--- src/logic/mlsa_pkg.sv ---
/*
 mlsa_pkg: register map, field positions, reset values, stop levels
 and source codes for the motion limit stop arbiter.
 assumes a 32-bit register port with byte addresses, one word each.
*/
package mlsa_pkg;
   localparam int MLSA_AW = 6;
   localparam int MLSA_DW = 32;
   // register byte addresses
   localparam logic [5:0] ADDR_CTRL = 6'h00;
   localparam logic [5:0] ADDR_UPPER = 6'h04;
   localparam logic [5:0] ADDR_LOWER = 6'h08;
   localparam logic [5:0] ADDR_OFFSET = 6'h0c;
   localparam logic [5:0] ADDR_WRAP_MIN = 6'h10;
   localparam logic [5:0] ADDR_WRAP_MAX = 6'h14;
   localparam logic [5:0] ADDR_QH_RATE = 6'h18;
   localparam logic [5:0] ADDR_STOP_RATE = 6'h1c;
   localparam logic [5:0] ADDR_ALM_RATE = 6'h20;
   localparam logic [5:0] ADDR_STATUS = 6'h24;
   // control word fields
   localparam int LS_ACT_LSB = 0;
   localparam int SOT_ACT_LSB = 4;
   localparam int BLK_ACT_LSB = 8;
   localparam int ALM_ACT_LSB = 10;
   localparam int QH_IMM_BIT = 12;
   localparam int STOP_IMM_BIT = 13;
   localparam int CRIT_BIT = 14;
   localparam int WRAP_EN_BIT = 15;
   localparam int CTRL_USED = 16;
   // reaction codes: bit 2 adds an alarm, 4'hf is off
   localparam logic [3:0] ACT_OFF = 4'hf;
   localparam int ACT_ALARM_BIT = 2;
   localparam logic [3:0] LS_ACT_RST = 4'h4;
   localparam logic [3:0] SOT_ACT_RST = 4'h6;
   localparam logic [1:0] BLK_ACT_RST = 2'h1;
   localparam logic [1:0] ALM_ACT_RST = 2'h1;
   localparam logic [31:0] CTRL_RST = 32'h0000_0564;
   localparam logic [1:0] RX_IMM = 2'h0;
   localparam logic [1:0] RX_PROFILE = 2'h1;
   localparam logic [1:0] RX_QHALT = 2'h2;
   localparam logic [1:0] RX_STOP = 2'h3;
   localparam logic [31:0] RATE_RST = 32'h0000_03e8;
   localparam logic [31:0] RATE_IMM = 32'hffff_ffff;
   // stop levels, 0 strongest
   localparam logic [2:0] LVL_IMM = 3'h0;
   localparam logic [2:0] LVL_ALARM = 3'h1;
   localparam logic [2:0] LVL_QHALT = 3'h2;
   localparam logic [2:0] LVL_LIMIT = 3'h3;
   localparam logic [2:0] LVL_STOP = 3'h4;
   localparam logic [2:0] LVL_OP = 3'h5;
   localparam logic [2:0] LVL_NONE = 3'h7;
   // stop sources, index into the request table
   localparam int NSRC = 12;
   localparam int SRC_CLEAR = 0;
   localparam int SRC_ALARM = 1;
   localparam int SRC_COMM = 2;
   localparam int SRC_MAINT = 3;
   localparam int SRC_QHALT = 4;
   localparam int SRC_FLS = 5;
   localparam int SRC_RLS = 6;
   localparam int SRC_FBLK = 7;
   localparam int SRC_RBLK = 8;
   localparam int SRC_SOT_F = 9;
   localparam int SRC_SOT_R = 10;
   localparam int SRC_STOP = 11;
   localparam logic [3:0] SRC_NONE_CODE = 4'hf;
   // status word fields
   localparam int ST_LVL_LSB = 0;
   localparam int ST_SRC_LSB = 3;
   localparam int ST_ACTIVE_BIT = 7;
   localparam int ST_IMM_BIT = 8;
   localparam int ST_SOT_ALM_BIT = 9;
   localparam int ST_DERR_BIT = 10;
   localparam int ST_FINH_BIT = 11;
   localparam int ST_RINH_BIT = 12;
   localparam int ST_COORD_BIT = 13;
   // pin synchroniser bit order
   localparam int PIN_FLS = 0;
   localparam int PIN_RLS = 1;
   localparam int PIN_QH = 2;
   localparam int PIN_CLR = 3;
   localparam int PIN_FBLK = 4;
   localparam int PIN_RBLK = 5;
   localparam int PIN_STOP = 6;
   localparam int PIN_COMM = 7;
   localparam int NPIN = 8;
   typedef enum logic {MLSA_RUN, MLSA_STOPPING} mlsa_state_e;
endpackage

--- src/logic/mlsa_arbiter.sv ---
/*
 mlsa_arbiter: limit sensors, software travel limits and stop-level
 arbitration for a motor driver, with a plain register port.
 assumes motion flags, positions and strobes come from logic on
 sys_clk; the eight stop pins are asynchronous and synchronised here.
*/
`timescale 1ns/1ps
`default_nettype none
module mlsa_arbiter #(
   parameter int POS_W = 32
) (
   // clock, reset, enable
   input wire logic sys_clk,
   input wire logic rst,
   input wire logic ce,
   // register port
   input wire logic [mlsa_pkg::MLSA_AW-1:0] reg_addr,
   input wire logic [mlsa_pkg::MLSA_DW-1:0] reg_wdata,
   input wire logic reg_wr,
   input wire logic reg_rd,
   output logic [mlsa_pkg::MLSA_DW-1:0] reg_rdata,
   // asynchronous stop pins
   input wire logic forward_limit_sensor,
   input wire logic reverse_limit_sensor,
   input wire logic quick_halt_input,
   input wire logic deviation_clear_input,
   input wire logic forward_block_input,
   input wire logic reverse_block_input,
   input wire logic stop_input,
   input wire logic comm_power_lost,
   // requests from driver logic
   input wire logic alarm_stop_req,
   input wire logic maint_stop_cmd,
   input wire logic stop_operation,
   input wire logic alarm_reset,
   // motion profile generator
   input wire logic forward_direction,
   input wire logic reverse_direction,
   input wire logic motor_stopped,
   input wire logic [31:0] profile_rate,
   input wire logic signed [POS_W-1:0] demand_pos,
   input wire logic signed [POS_W-1:0] target_pos,
   input wire logic target_valid,
   input wire logic coord_established,
   input wire logic homing_done,
   input wire logic preset_cmd,
   // stop decision
   output logic stop_active,
   output logic [2:0] stop_level,
   output logic [3:0] stop_source,
   output logic stop_immediate,
   output logic [31:0] stop_rate,
   output logic forward_inhibit,
   output logic reverse_inhibit,
   output logic sot_alarm,
   output logic data_error_alarm,
   output logic coord_preset,
   output logic signed [POS_W-1:0] coord_preset_value
);
   import mlsa_pkg::*;

   typedef struct packed {
      mlsa_state_e st;
      logic [31:0] ctrl;
      logic [31:0] upper;
      logic [31:0] lower;
      logic [31:0] offset;
      logic [31:0] wrap_min;
      logic [31:0] wrap_max;
      logic [31:0] qh_rate;
      logic [31:0] stop_rate;
      logic [31:0] alm_rate;
      logic [31:0] rdata;
      logic [2:0] level;
      logic [3:0] src;
      logic imm;
      logic [31:0] rate;
      logic sot_alarm;
      logic data_err;
      logic fwd_inh;
      logic rvs_inh;
      logic preset;
      logic [31:0] preset_val;
   } mlsa_main_s;

   mlsa_main_s r_ff, nxt_r;
   logic [NPIN-1:0] pin_s;
   logic signed [32:0] pos_x, tgt_x, up_eff, lo_eff;
   logic sw_ok, fwd_en, rvs_en;
   logic dem_up, dem_lo, tgt_up, tgt_lo;

   if (POS_W != 32) begin : g_bad_pos
      $error("mlsa_arbiter position width must be 32");
   end

   mlsa_sync #(
      .WIDTH(NPIN)
   ) u_sync (
      .sys_clk(sys_clk),
      .rst(rst),
      .ce(ce),
      .pin_in({comm_power_lost, stop_input, reverse_block_input,
               forward_block_input, deviation_clear_input,
               quick_halt_input, reverse_limit_sensor,
               forward_limit_sensor}),
      .sync_out(pin_s)
   );

   always_comb begin
      pos_x = {demand_pos[POS_W-1], demand_pos};
      tgt_x = {target_pos[POS_W-1], target_pos};
      if (r_ff.ctrl[CRIT_BIT]) begin
         up_eff = {r_ff.upper[31], r_ff.upper};
         lo_eff = {r_ff.lower[31], r_ff.lower};
      end else begin
         up_eff = $signed({r_ff.upper[31], r_ff.upper})
                - $signed({r_ff.offset[31], r_ff.offset});
         lo_eff = $signed({r_ff.lower[31], r_ff.lower})
                - $signed({r_ff.offset[31], r_ff.offset});
      end
   end

   always_comb begin
      sw_ok = coord_established
           && ($signed(r_ff.upper) > $signed(r_ff.lower));
      fwd_en = sw_ok && !(r_ff.ctrl[WRAP_EN_BIT]
           && ($signed(r_ff.upper) > $signed(r_ff.wrap_max)));
      rvs_en = sw_ok && !(r_ff.ctrl[WRAP_EN_BIT]
           && ($signed(r_ff.lower) < $signed(r_ff.wrap_min)));
   end

   mlsa_limit_cmp #(.W(33), .UPPER(1'b1)) u_dem_up (
      .pos(pos_x), .lim(up_eff), .enable(fwd_en), .reached(dem_up));
   mlsa_limit_cmp #(.W(33), .UPPER(1'b0)) u_dem_lo (
      .pos(pos_x), .lim(lo_eff), .enable(rvs_en), .reached(dem_lo));
   mlsa_limit_cmp #(.W(33), .UPPER(1'b1)) u_tgt_up (
      .pos(tgt_x), .lim(up_eff), .enable(fwd_en), .reached(tgt_up));
   mlsa_limit_cmp #(.W(33), .UPPER(1'b0)) u_tgt_lo (
      .pos(tgt_x), .lim(lo_eff), .enable(rvs_en), .reached(tgt_lo));

   function automatic logic [32:0] react(input logic [1:0] base,
      input logic [31:0] c, input logic [31:0] prof,
      input logic [31:0] qr, input logic [31:0] sr);
      logic [32:0] res;
      res = {1'b1, RATE_IMM};
      unique case (base)
         RX_IMM: res = {1'b1, RATE_IMM};
         RX_PROFILE: res = {1'b0, prof};
         RX_QHALT: res = c[QH_IMM_BIT] ? {1'b1, RATE_IMM} : {1'b0, qr};
         RX_STOP: res = c[STOP_IMM_BIT] ? {1'b1, RATE_IMM} : {1'b0, sr};
      endcase
      return res;
   endfunction

   function automatic logic [32:0] stronger(input logic [32:0] a,
      input logic [32:0] b);
      logic pick_a;
      pick_a = a[32] || (!b[32] && (a[31:0] >= b[31:0]));
      return pick_a ? a : b;
   endfunction

   logic [32:0] rx_alm, rx_ls, rx_sot, rx_blk, rx_qh, rx_stop;
   logic ls_on, sot_on, any_req, take;
   logic [NSRC-1:0] req;
   logic [2:0] lvl [NSRC];
   logic [32:0] rx [NSRC];
   logic [2:0] best_lvl;
   logic [3:0] best_src;
   logic [32:0] best_rx;

   always_comb begin
      rx_alm = react(r_ff.ctrl[ALM_ACT_LSB +: 2], r_ff.ctrl,
                     r_ff.alm_rate, r_ff.qh_rate, r_ff.stop_rate);
      rx_ls = react(r_ff.ctrl[LS_ACT_LSB +: 2], r_ff.ctrl,
                    profile_rate, r_ff.qh_rate, r_ff.stop_rate);
      rx_sot = react(r_ff.ctrl[SOT_ACT_LSB +: 2], r_ff.ctrl,
                     profile_rate, r_ff.qh_rate, r_ff.stop_rate);
      rx_blk = react(r_ff.ctrl[BLK_ACT_LSB +: 2], r_ff.ctrl,
                     profile_rate, r_ff.qh_rate, r_ff.stop_rate);
      rx_qh = react(RX_QHALT, r_ff.ctrl, profile_rate,
                    r_ff.qh_rate, r_ff.stop_rate);
      rx_stop = react(RX_STOP, r_ff.ctrl, profile_rate,
                      r_ff.qh_rate, r_ff.stop_rate);
      if (r_ff.ctrl[LS_ACT_LSB + ACT_ALARM_BIT]) begin
         rx_ls = stronger(rx_ls, rx_alm);
      end
      if (r_ff.ctrl[SOT_ACT_LSB + ACT_ALARM_BIT]) begin
         rx_sot = stronger(rx_sot, rx_alm);
      end
      ls_on = r_ff.ctrl[LS_ACT_LSB +: 4] != ACT_OFF;
      sot_on = r_ff.ctrl[SOT_ACT_LSB +: 4] != ACT_OFF;
   end

   always_comb begin
      req = '0;
      req[SRC_CLEAR] = pin_s[PIN_CLR];
      req[SRC_ALARM] = alarm_stop_req;
      req[SRC_COMM] = pin_s[PIN_COMM];
      req[SRC_MAINT] = maint_stop_cmd;
      req[SRC_QHALT] = pin_s[PIN_QH];
      req[SRC_FLS] = ls_on && pin_s[PIN_FLS] && forward_direction;
      req[SRC_RLS] = ls_on && pin_s[PIN_RLS] && reverse_direction;
      req[SRC_FBLK] = pin_s[PIN_FBLK] && forward_direction;
      req[SRC_RBLK] = pin_s[PIN_RBLK] && reverse_direction;
      req[SRC_SOT_F] = sot_on && dem_up && forward_direction;
      req[SRC_SOT_R] = sot_on && dem_lo && reverse_direction;
      req[SRC_STOP] = pin_s[PIN_STOP];
      rx[SRC_CLEAR] = {1'b1, RATE_IMM};
      rx[SRC_ALARM] = rx_alm;
      rx[SRC_COMM] = rx_alm;
      rx[SRC_MAINT] = rx_alm;
      rx[SRC_QHALT] = rx_qh;
      rx[SRC_FLS] = rx_ls;
      rx[SRC_RLS] = rx_ls;
      rx[SRC_FBLK] = rx_blk;
      rx[SRC_RBLK] = rx_blk;
      rx[SRC_SOT_F] = rx_sot;
      rx[SRC_SOT_R] = rx_sot;
      rx[SRC_STOP] = rx_stop;
      lvl[SRC_CLEAR] = LVL_IMM;
      lvl[SRC_ALARM] = LVL_ALARM;
      lvl[SRC_COMM] = LVL_ALARM;
      lvl[SRC_MAINT] = LVL_ALARM;
      lvl[SRC_QHALT] = LVL_QHALT;
      lvl[SRC_FLS] = LVL_LIMIT;
      lvl[SRC_RLS] = LVL_LIMIT;
      lvl[SRC_FBLK] = LVL_LIMIT;
      lvl[SRC_RBLK] = LVL_LIMIT;
      lvl[SRC_SOT_F] = LVL_LIMIT;
      lvl[SRC_SOT_R] = LVL_LIMIT;
      lvl[SRC_STOP] = LVL_STOP;
      for (int i = 0; i < NSRC; i++) begin
         if (rx[i][32]) begin
            lvl[i] = LVL_IMM;
         end
      end
   end

   always_comb begin
      best_lvl = LVL_NONE;
      best_src = SRC_NONE_CODE;
      best_rx = '0;
      for (int i = 0; i < NSRC; i++) begin
         if (req[i] && ((lvl[i] < best_lvl) || ((lvl[i] == best_lvl)
             && (rx[i][31:0] > best_rx[31:0])))) begin
            best_lvl = lvl[i];
            best_src = 4'(i);
            best_rx = rx[i];
         end
      end
      // plain stop operation ranks last, at profile rate
      if (stop_operation && (best_lvl == LVL_NONE)) begin
         best_lvl = LVL_OP;
         best_src = 4'(NSRC);
         best_rx = {1'b0, profile_rate};
      end
      any_req = best_lvl != LVL_NONE;
   end

   always_comb begin
      nxt_r = r_ff;
      nxt_r.preset = 1'b0;
      nxt_r.rdata = '0;
      take = any_req && ((r_ff.st == MLSA_RUN)
          || (best_lvl < r_ff.level) || ((best_lvl == r_ff.level)
          && (best_rx[31:0] > r_ff.rate)));
      unique case (r_ff.st)
         MLSA_RUN: begin
            if (take) begin
               nxt_r.st = MLSA_STOPPING;
            end
         end
         MLSA_STOPPING: begin
            // held stop ends once still and nothing asks
            if (motor_stopped && !any_req) begin
               nxt_r.st = MLSA_RUN;
               nxt_r.level = LVL_NONE;
               nxt_r.src = SRC_NONE_CODE;
               nxt_r.imm = 1'b0;
               nxt_r.rate = '0;
            end
         end
      endcase
      if (take) begin
         nxt_r.level = best_lvl;
         nxt_r.src = best_src;
         nxt_r.imm = best_rx[32];
         nxt_r.rate = best_rx[31:0];
      end
      // only the reached side is blocked
      nxt_r.fwd_inh = (ls_on && pin_s[PIN_FLS]) || pin_s[PIN_FBLK]
                   || (sot_on && dem_up);
      nxt_r.rvs_inh = (ls_on && pin_s[PIN_RLS]) || pin_s[PIN_RBLK]
                   || (sot_on && dem_lo);
      // alarm after standstill; set beats clear
      nxt_r.sot_alarm = (r_ff.sot_alarm && !alarm_reset)
         || ((r_ff.st == MLSA_STOPPING) && motor_stopped
         && r_ff.ctrl[SOT_ACT_LSB + ACT_ALARM_BIT] && sot_on
         && ((r_ff.src == 4'(SRC_SOT_F))
          || (r_ff.src == 4'(SRC_SOT_R))));
      nxt_r.data_err = (r_ff.data_err && !alarm_reset)
         || (target_valid && (tgt_up || tgt_lo));
      if (homing_done || preset_cmd) begin
         nxt_r.preset = 1'b1;
         nxt_r.preset_val = r_ff.offset;
      end
      if (reg_wr) begin
         unique case (reg_addr)
            ADDR_CTRL: nxt_r.ctrl = {16'h0000, reg_wdata[CTRL_USED-1:0]};
            ADDR_UPPER: nxt_r.upper = reg_wdata;
            ADDR_LOWER: nxt_r.lower = reg_wdata;
            ADDR_OFFSET: nxt_r.offset = reg_wdata;
            ADDR_WRAP_MIN: nxt_r.wrap_min = reg_wdata;
            ADDR_WRAP_MAX: nxt_r.wrap_max = reg_wdata;
            ADDR_QH_RATE: nxt_r.qh_rate = reg_wdata;
            ADDR_STOP_RATE: nxt_r.stop_rate = reg_wdata;
            ADDR_ALM_RATE: nxt_r.alm_rate = reg_wdata;
            default: ;
         endcase
      end
      if (reg_rd) begin
         unique case (reg_addr)
            ADDR_CTRL: nxt_r.rdata = r_ff.ctrl;
            ADDR_UPPER: nxt_r.rdata = r_ff.upper;
            ADDR_LOWER: nxt_r.rdata = r_ff.lower;
            ADDR_OFFSET: nxt_r.rdata = r_ff.offset;
            ADDR_WRAP_MIN: nxt_r.rdata = r_ff.wrap_min;
            ADDR_WRAP_MAX: nxt_r.rdata = r_ff.wrap_max;
            ADDR_QH_RATE: nxt_r.rdata = r_ff.qh_rate;
            ADDR_STOP_RATE: nxt_r.rdata = r_ff.stop_rate;
            ADDR_ALM_RATE: nxt_r.rdata = r_ff.alm_rate;
            ADDR_STATUS: begin
               nxt_r.rdata[ST_LVL_LSB +: 3] = r_ff.level;
               nxt_r.rdata[ST_SRC_LSB +: 4] = r_ff.src;
               nxt_r.rdata[ST_ACTIVE_BIT] = r_ff.st == MLSA_STOPPING;
               nxt_r.rdata[ST_IMM_BIT] = r_ff.imm;
               nxt_r.rdata[ST_SOT_ALM_BIT] = r_ff.sot_alarm;
               nxt_r.rdata[ST_DERR_BIT] = r_ff.data_err;
               nxt_r.rdata[ST_FINH_BIT] = r_ff.fwd_inh;
               nxt_r.rdata[ST_RINH_BIT] = r_ff.rvs_inh;
               nxt_r.rdata[ST_COORD_BIT] = coord_established;
            end
            default: nxt_r.rdata = '0;
         endcase
      end
   end

   always_ff @(posedge sys_clk) begin
      if (rst) begin
         r_ff <= '0;
         r_ff.st <= MLSA_RUN;
         r_ff.ctrl <= CTRL_RST;
         r_ff.qh_rate <= RATE_RST;
         r_ff.stop_rate <= RATE_RST;
         r_ff.alm_rate <= RATE_RST;
         r_ff.level <= LVL_NONE;
         r_ff.src <= SRC_NONE_CODE;
      end else if (ce) begin
         r_ff <= nxt_r;
      end
   end

   assign reg_rdata = r_ff.rdata;
   assign stop_active = r_ff.st == MLSA_STOPPING;
   assign stop_level = r_ff.level;
   assign stop_source = r_ff.src;
   assign stop_immediate = r_ff.imm;
   assign stop_rate = r_ff.rate;
   assign forward_inhibit = r_ff.fwd_inh;
   assign reverse_inhibit = r_ff.rvs_inh;
   assign sot_alarm = r_ff.sot_alarm;
   assign data_error_alarm = r_ff.data_err;
   assign coord_preset = r_ff.preset;
   assign coord_preset_value = r_ff.preset_val;
endmodule
`default_nettype wire

--- src/logic/mlsa_limit_cmp.sv ---
/*
 mlsa_limit_cmp: signed compare of a position against one limit.
 assumes both operands are sign-extended by the caller.
*/
`timescale 1ns/1ps
`default_nettype none
module mlsa_limit_cmp #(
   parameter int W = 33,
   parameter bit UPPER = 1'b1
) (
   // operands
   input wire logic signed [W-1:0] pos,
   input wire logic signed [W-1:0] lim,
   input wire logic enable,
   // result
   output logic reached
);
   if (W < 2) begin : g_bad_w
      $error("mlsa_limit_cmp width must be at least two");
   end
   // reaching counts, so the limit value itself is outside
   assign reached = enable && (UPPER ? (pos >= lim) : (pos <= lim));
endmodule
`default_nettype wire

--- src/logic/mlsa_sync.sv ---
/*
 mlsa_sync: two-flop synchroniser for a group of pin levels.
 assumes pins are asynchronous to sys_clk; only stage two is read.
*/
`timescale 1ns/1ps
`default_nettype none
module mlsa_sync #(
   parameter int WIDTH = 8
) (
   // clock and control
   input wire logic sys_clk,
   input wire logic rst,
   input wire logic ce,
   // pins and synchronised levels
   input wire logic [WIDTH-1:0] pin_in,
   output logic [WIDTH-1:0] sync_out
);
   typedef struct packed {
      logic [WIDTH-1:0] meta;
      logic [WIDTH-1:0] stable;
   } mlsa_sync_s;
   mlsa_sync_s r_ff, nxt_r;
   if (WIDTH < 1) begin : g_bad_width
      $error("mlsa_sync width must be at least one");
   end
   always_comb begin
      nxt_r.meta = pin_in;
      nxt_r.stable = r_ff.meta;
   end
   always_ff @(posedge sys_clk) begin
      if (rst) begin
         r_ff <= '0;
      end else if (ce) begin
         r_ff <= nxt_r;
      end
   end
   assign sync_out = r_ff.stable;
endmodule
`default_nettype wire

--- config.mk ---
export PLATFORM = sky130hd
export DESIGN_NAME = mlsa_arbiter
export DESIGN_NICKNAME = d
export VERILOG_FILES = /design/src/logic/mlsa_pkg.sv /design/src/logic/mlsa_arbiter.sv /design/src/logic/mlsa_limit_cmp.sv /design/src/logic/mlsa_sync.sv
export SDC_FILE = /design/constraint.sdc
export NUM_CORES = 2
export LEC_CHECK = 0
export ABC_AREA = 0
export BUFFER_PORTS_ARGS = -buffer_cell sky130_fd_sc_hd__buf_2
export CORE_MARGIN = 2
export CORE_UTILIZATION = 25
export CTS_BUF_LIST = sky130_fd_sc_hd__clkbuf_4
export DETAILED_ROUTE_END_ITERATION = 12
export SYNTH_ARGS = -nofsm -noshare
export SYNTH_HDL_FRONTEND = slang
export SYNTH_SLANG_ARGS = --single-unit
--- constraint.sdc ---
create_clock -name sys_clk -period 69.1 [get_ports sys_clk]
set_input_delay 6.91 -clock sys_clk [delete_from_list [all_inputs] [get_ports sys_clk]]
set_output_delay 6.91 -clock sys_clk [all_outputs]
set_load 0.01 [all_outputs]
==> metrics.md <==
| Metric | Value |
|---|---|
| Slew Viols, Final | `0` |
| Number of global-route vias before repair | `44.9k` |
| Crit share post-route | `0.629` |
| Clock sink count | `398` |
| Final setup violating endpoints | `0` |
| Post-synthesis sequential area ratio | `0.180` |
| Setup crit start | `alarm_stop_req` |
| CP delay by family, top | `compound AO/OA/AOI/OAI gates` |
| Arr. time, crit path | `44.28 ns` |
| Clk_lat worst skew | `1.03 ns` |
| Worst slew pin tran | `1.41 ns` |
| Synth cell count leaders | `1060 x nand2_1, 758 x ha_1, 658 x a21oi_1` |
| CTS Root Cell | `clkbuf_4` |
| Largest net degree at the start of global routing | `203` |
| Power density cells | `14.0 mW/mm²` |
| First-pass GRT wire length | `302000 µm` |
| Relative slew margins | `0.0520` |
| Post-synthesis compound-gate area fraction | `0.278` |
| Drc violations | `0` |
| Hold/Removal Path Class | `flip-flop to flip-flop` |
| Synth Register Bits | `398` |
| R2r worst-path depth | `143` |
| Synth warn | `0` |
| Max incr delay on CP | `1.23 ns` |
| Drt total wl | `209000 µm` |
| Total grt overflow | `0` |
| Adder-Cell Fraction of Synth Area | `0.215` |
| Final TNS setup | `0 ns` |
| Fin Clk Skew | `0.0853 ns` |
| IO Pins | `268` |
| R2R setup slack | `28.41 ns` |
| Cell with the most instances after synthesis | `nand2_1` |
| Filler instances | `19.2k` |
| DR WL/cell | `24.2 µm` |
| Hold Buf Count CTS | `0` |
| Maximum vdd ir drop | `0.0111 mV` |
| Post-synth top area share | `0.214` |
| Dpl hpwl | `169000 µm` |
| Layout area overhead | `10.8%` |
| CP most frequent cell | `ha_1` |
| Placer Congestion | `1.05` |
| Die width | `425 µm` |
| Starting density of the core | `0.252` |
| Port bufs | `267` |
| Die Y-Extent | `425 µm` |
| Main synth FF type | `dfxtp_1` |
| Fin. Hold Viols | `0` |
| Clock transition at path regs | `0.06 ns` |
| RSZ-0062 raised after global routing | `false` |
| Initial antenna violation count | `33` |
| First-pass iteration count of the detailed router | `7` |
| XOR/XNOR share of the synthesized area | `0.0109` |
| Worst setup SP type | `primary input` |
| Crit path required time | `69.93 ns` |
| Row Count | `154` |
| Post-cts gate resize count | `0` |
| Tmin final | `43.45 ns` |
| CP Max Fanout | `49` |
| Post-synth ARST share | `0` |
| Max Fclk | `0.0230 GHz` |
| Crit end category | `flip-flop` |
| Reg2Reg Launch Point | `r_ff[376]` |
| Crit Path Class | `primary input to flip-flop` |
| Post-synthesis cell type count | `93` |
| Vias | `48.2k` |
| Synthesized area | `0.0444 mm²` |
| Total power | `688 µW` |
| Layout cells sized above 1 | `0.119` |
| Top area cells in the synthesized netlist | `ha_1 21%, dfxtp_1 18%, nand2_1 9.0%` |
| Syn_nets | `7061` |
| Mux share of post-synthesis cell area | `0.0363` |
| Outcome | `completed` |
| CP endpoint | `stop_source[1]` |
| # H-tree levels | `3` |
| CP max-delay cell | `nor2_2` |
| Fin nets | `7128` |
| Final ANT Viol Nets | `0` |
| CTS tree | `built` |
| Cell accounting for the most synthesized area | `ha_1` |
| Simple-Gate Fraction of Synth Area | `0.202` |
| Postcts setup bufs | `0` |
| Mapped Cells | `6143` |
| Core area | `0.176 mm²` |
| Static Leak | `20.8 nW` |
| Critical R2R Capture | `stop_source[1]` |
| Largest family of logic cells by synthesized area | `compound AO/OA/AOI/OAI gates` |
| WP depth | `134` |
| Initial DRC count | `5756` |
| CP bufs+invs | `13` |
| DR vias/cell | `5.57` |
| DIE AREA | `0.181 mm²` |
| Overall routing resource usage | `0.222` |
| Clk buf depth | `3` |
| CTS Buf Count | `115` |
| Number of synthesized flops with an enable pin | `0` |
| Syn Area/Cell | `7.22 µm²` |
| Maxcap violations | `0` |
## worst min-delay path by stage
stage | start | endpoint | slack, ns | cells after the start
2_1_floorplan | coord_preset_value[0] | coord_preset_value[0] | 0.44 | 2
3_3_place_gp | coord_preset_value[20] | coord_preset_value[20] | 0.44 | 2
3_5_place_dp | coord_preset_value[17] | coord_preset_value[17] | 0.44 | 2
4_1_cts | coord_preset_value[14] | coord_preset_value[14] | 0.46 | 2
5_1_grt | coord_preset_value[21] | coord_preset_value[21] | 0.48 | 2
6_report | coord_preset_value[2] | coord_preset_value[2] | 0.45 | 2
## cells by family (layout without fill, tap and decap cells)
family | count (synthesis) | after routing
simple gates | 2028 | 2028
buf+inv | 805 | 952
xor+xnor | 55 | 55
mux | 143 | 143
other cells | 0 | 21
flops | 398 | 398
fa+ha+maj | 760 | 760
compound gates | 1954 | 1954
## sequential cells by signal, summed over array words and instances (netlist names)
name / cells
stop_active: 1
stop_level: 3
r_ff: 272
u_sync.nxt_r: 8
coord_preset: 1
stop_source: 4
stop_immediate: 1
coord_preset_value: 32
stop_rate: 32
data_error_alarm: 1
sot_alarm: 1
reverse_inhibit: 1
forward_inhibit: 1
reg_rdata: 32
u_sync.sync_out: 8
## where the power goes
group,internal [mW],switching (mW),leakage (nW),total [mW]
Clock,0.109,0.113,0.829,0.221
Sequential,0.233,0.00430,3.22,0.237
Combinational,0.0837,0.145,16.7,0.229
## worst register-to-register path, delay by kind of cell (launching register included)
| kind | cells | cell delay [ns] |
|---|---|---|
| compound gates | 70 | 16.46 |
| flops | 1 | 0.31 |
| fa+ha+maj | 12 | 3.84 |
| simple gates | 44 | 13.69 |
| buf+inv | 15 | 5.45 |
| mux | 2 | 0.75 |
## placed cells by master (no fill, tap or decap), types with 54 or more instances in the layout
| cell type | count |
|---|---|
| o21ai_0 | 417 |
| buf_4 | 152 |
| ha_1 | 758 |
| mux2i_1 | 62 |
| nor2_1 | 348 |
| o21a_1 | 70 |
| inv_1 | 333 |
| nor3_1 | 71 |
| nand3_1 | 136 |
| a22oi_1 | 202 |
| a21oi_1 | 657 |
| dfxtp_1 | 393 |
| clkbuf_4 | 165 |
| nand4_1 | 161 |
| nand2_1 | 1060 |
| nor2b_1 | 54 |
| mux2_2 | 74 |
| a21o_1 | 153 |
| buf_2 | 265 |
| o211ai_1 | 59 |
## per-stage QoR
| stage | worst slack (ns) | cell area, µm² | util | hold slack, ns | instances |
|---|---|---|---|---|---|
| after CTS | 26.50 | 49100 | 0.279 | 0.457 | 8630 |
| final | 25.65 | 49200 | 0.279 | 0.454 | 8651 |
| after global placement | 26.00 | 47800 | 0.271 | 0.440 | 8433 |
| after floorplan | 34.21 | 44400 | - | 0.437 | 6143 |
| after global routing | 22.97 | 49200 | 0.279 | 0.476 | 8648 |
| after detailed placement | 25.57 | 47800 | 0.271 | 0.445 | 8433 |
## per-layer routing
layer  global-route usage  vias up  wire length [µm]
li1                     -    22400                 -
met4                0.125       16             13100
met3               0.0403      486             19700
met5                    0        -                92
met1                0.291    22800             86300
met2                0.342     2491             90100
## final cells by class
cell class,count,area [µm²],share of cell area
antenna,21,52.6,0.00107
clock inverter,32,145,0.00295
sequential,398,7980,0.162
inverter,336,1260,0.0256
multi-input combinational,4940,33100,0.673
timing repair buffer,419,2500,0.0509
tap,2340,2930,0.0595
clock buffer,165,1240,0.0252
No activity file was read; power rests on OpenSTA's default activity.
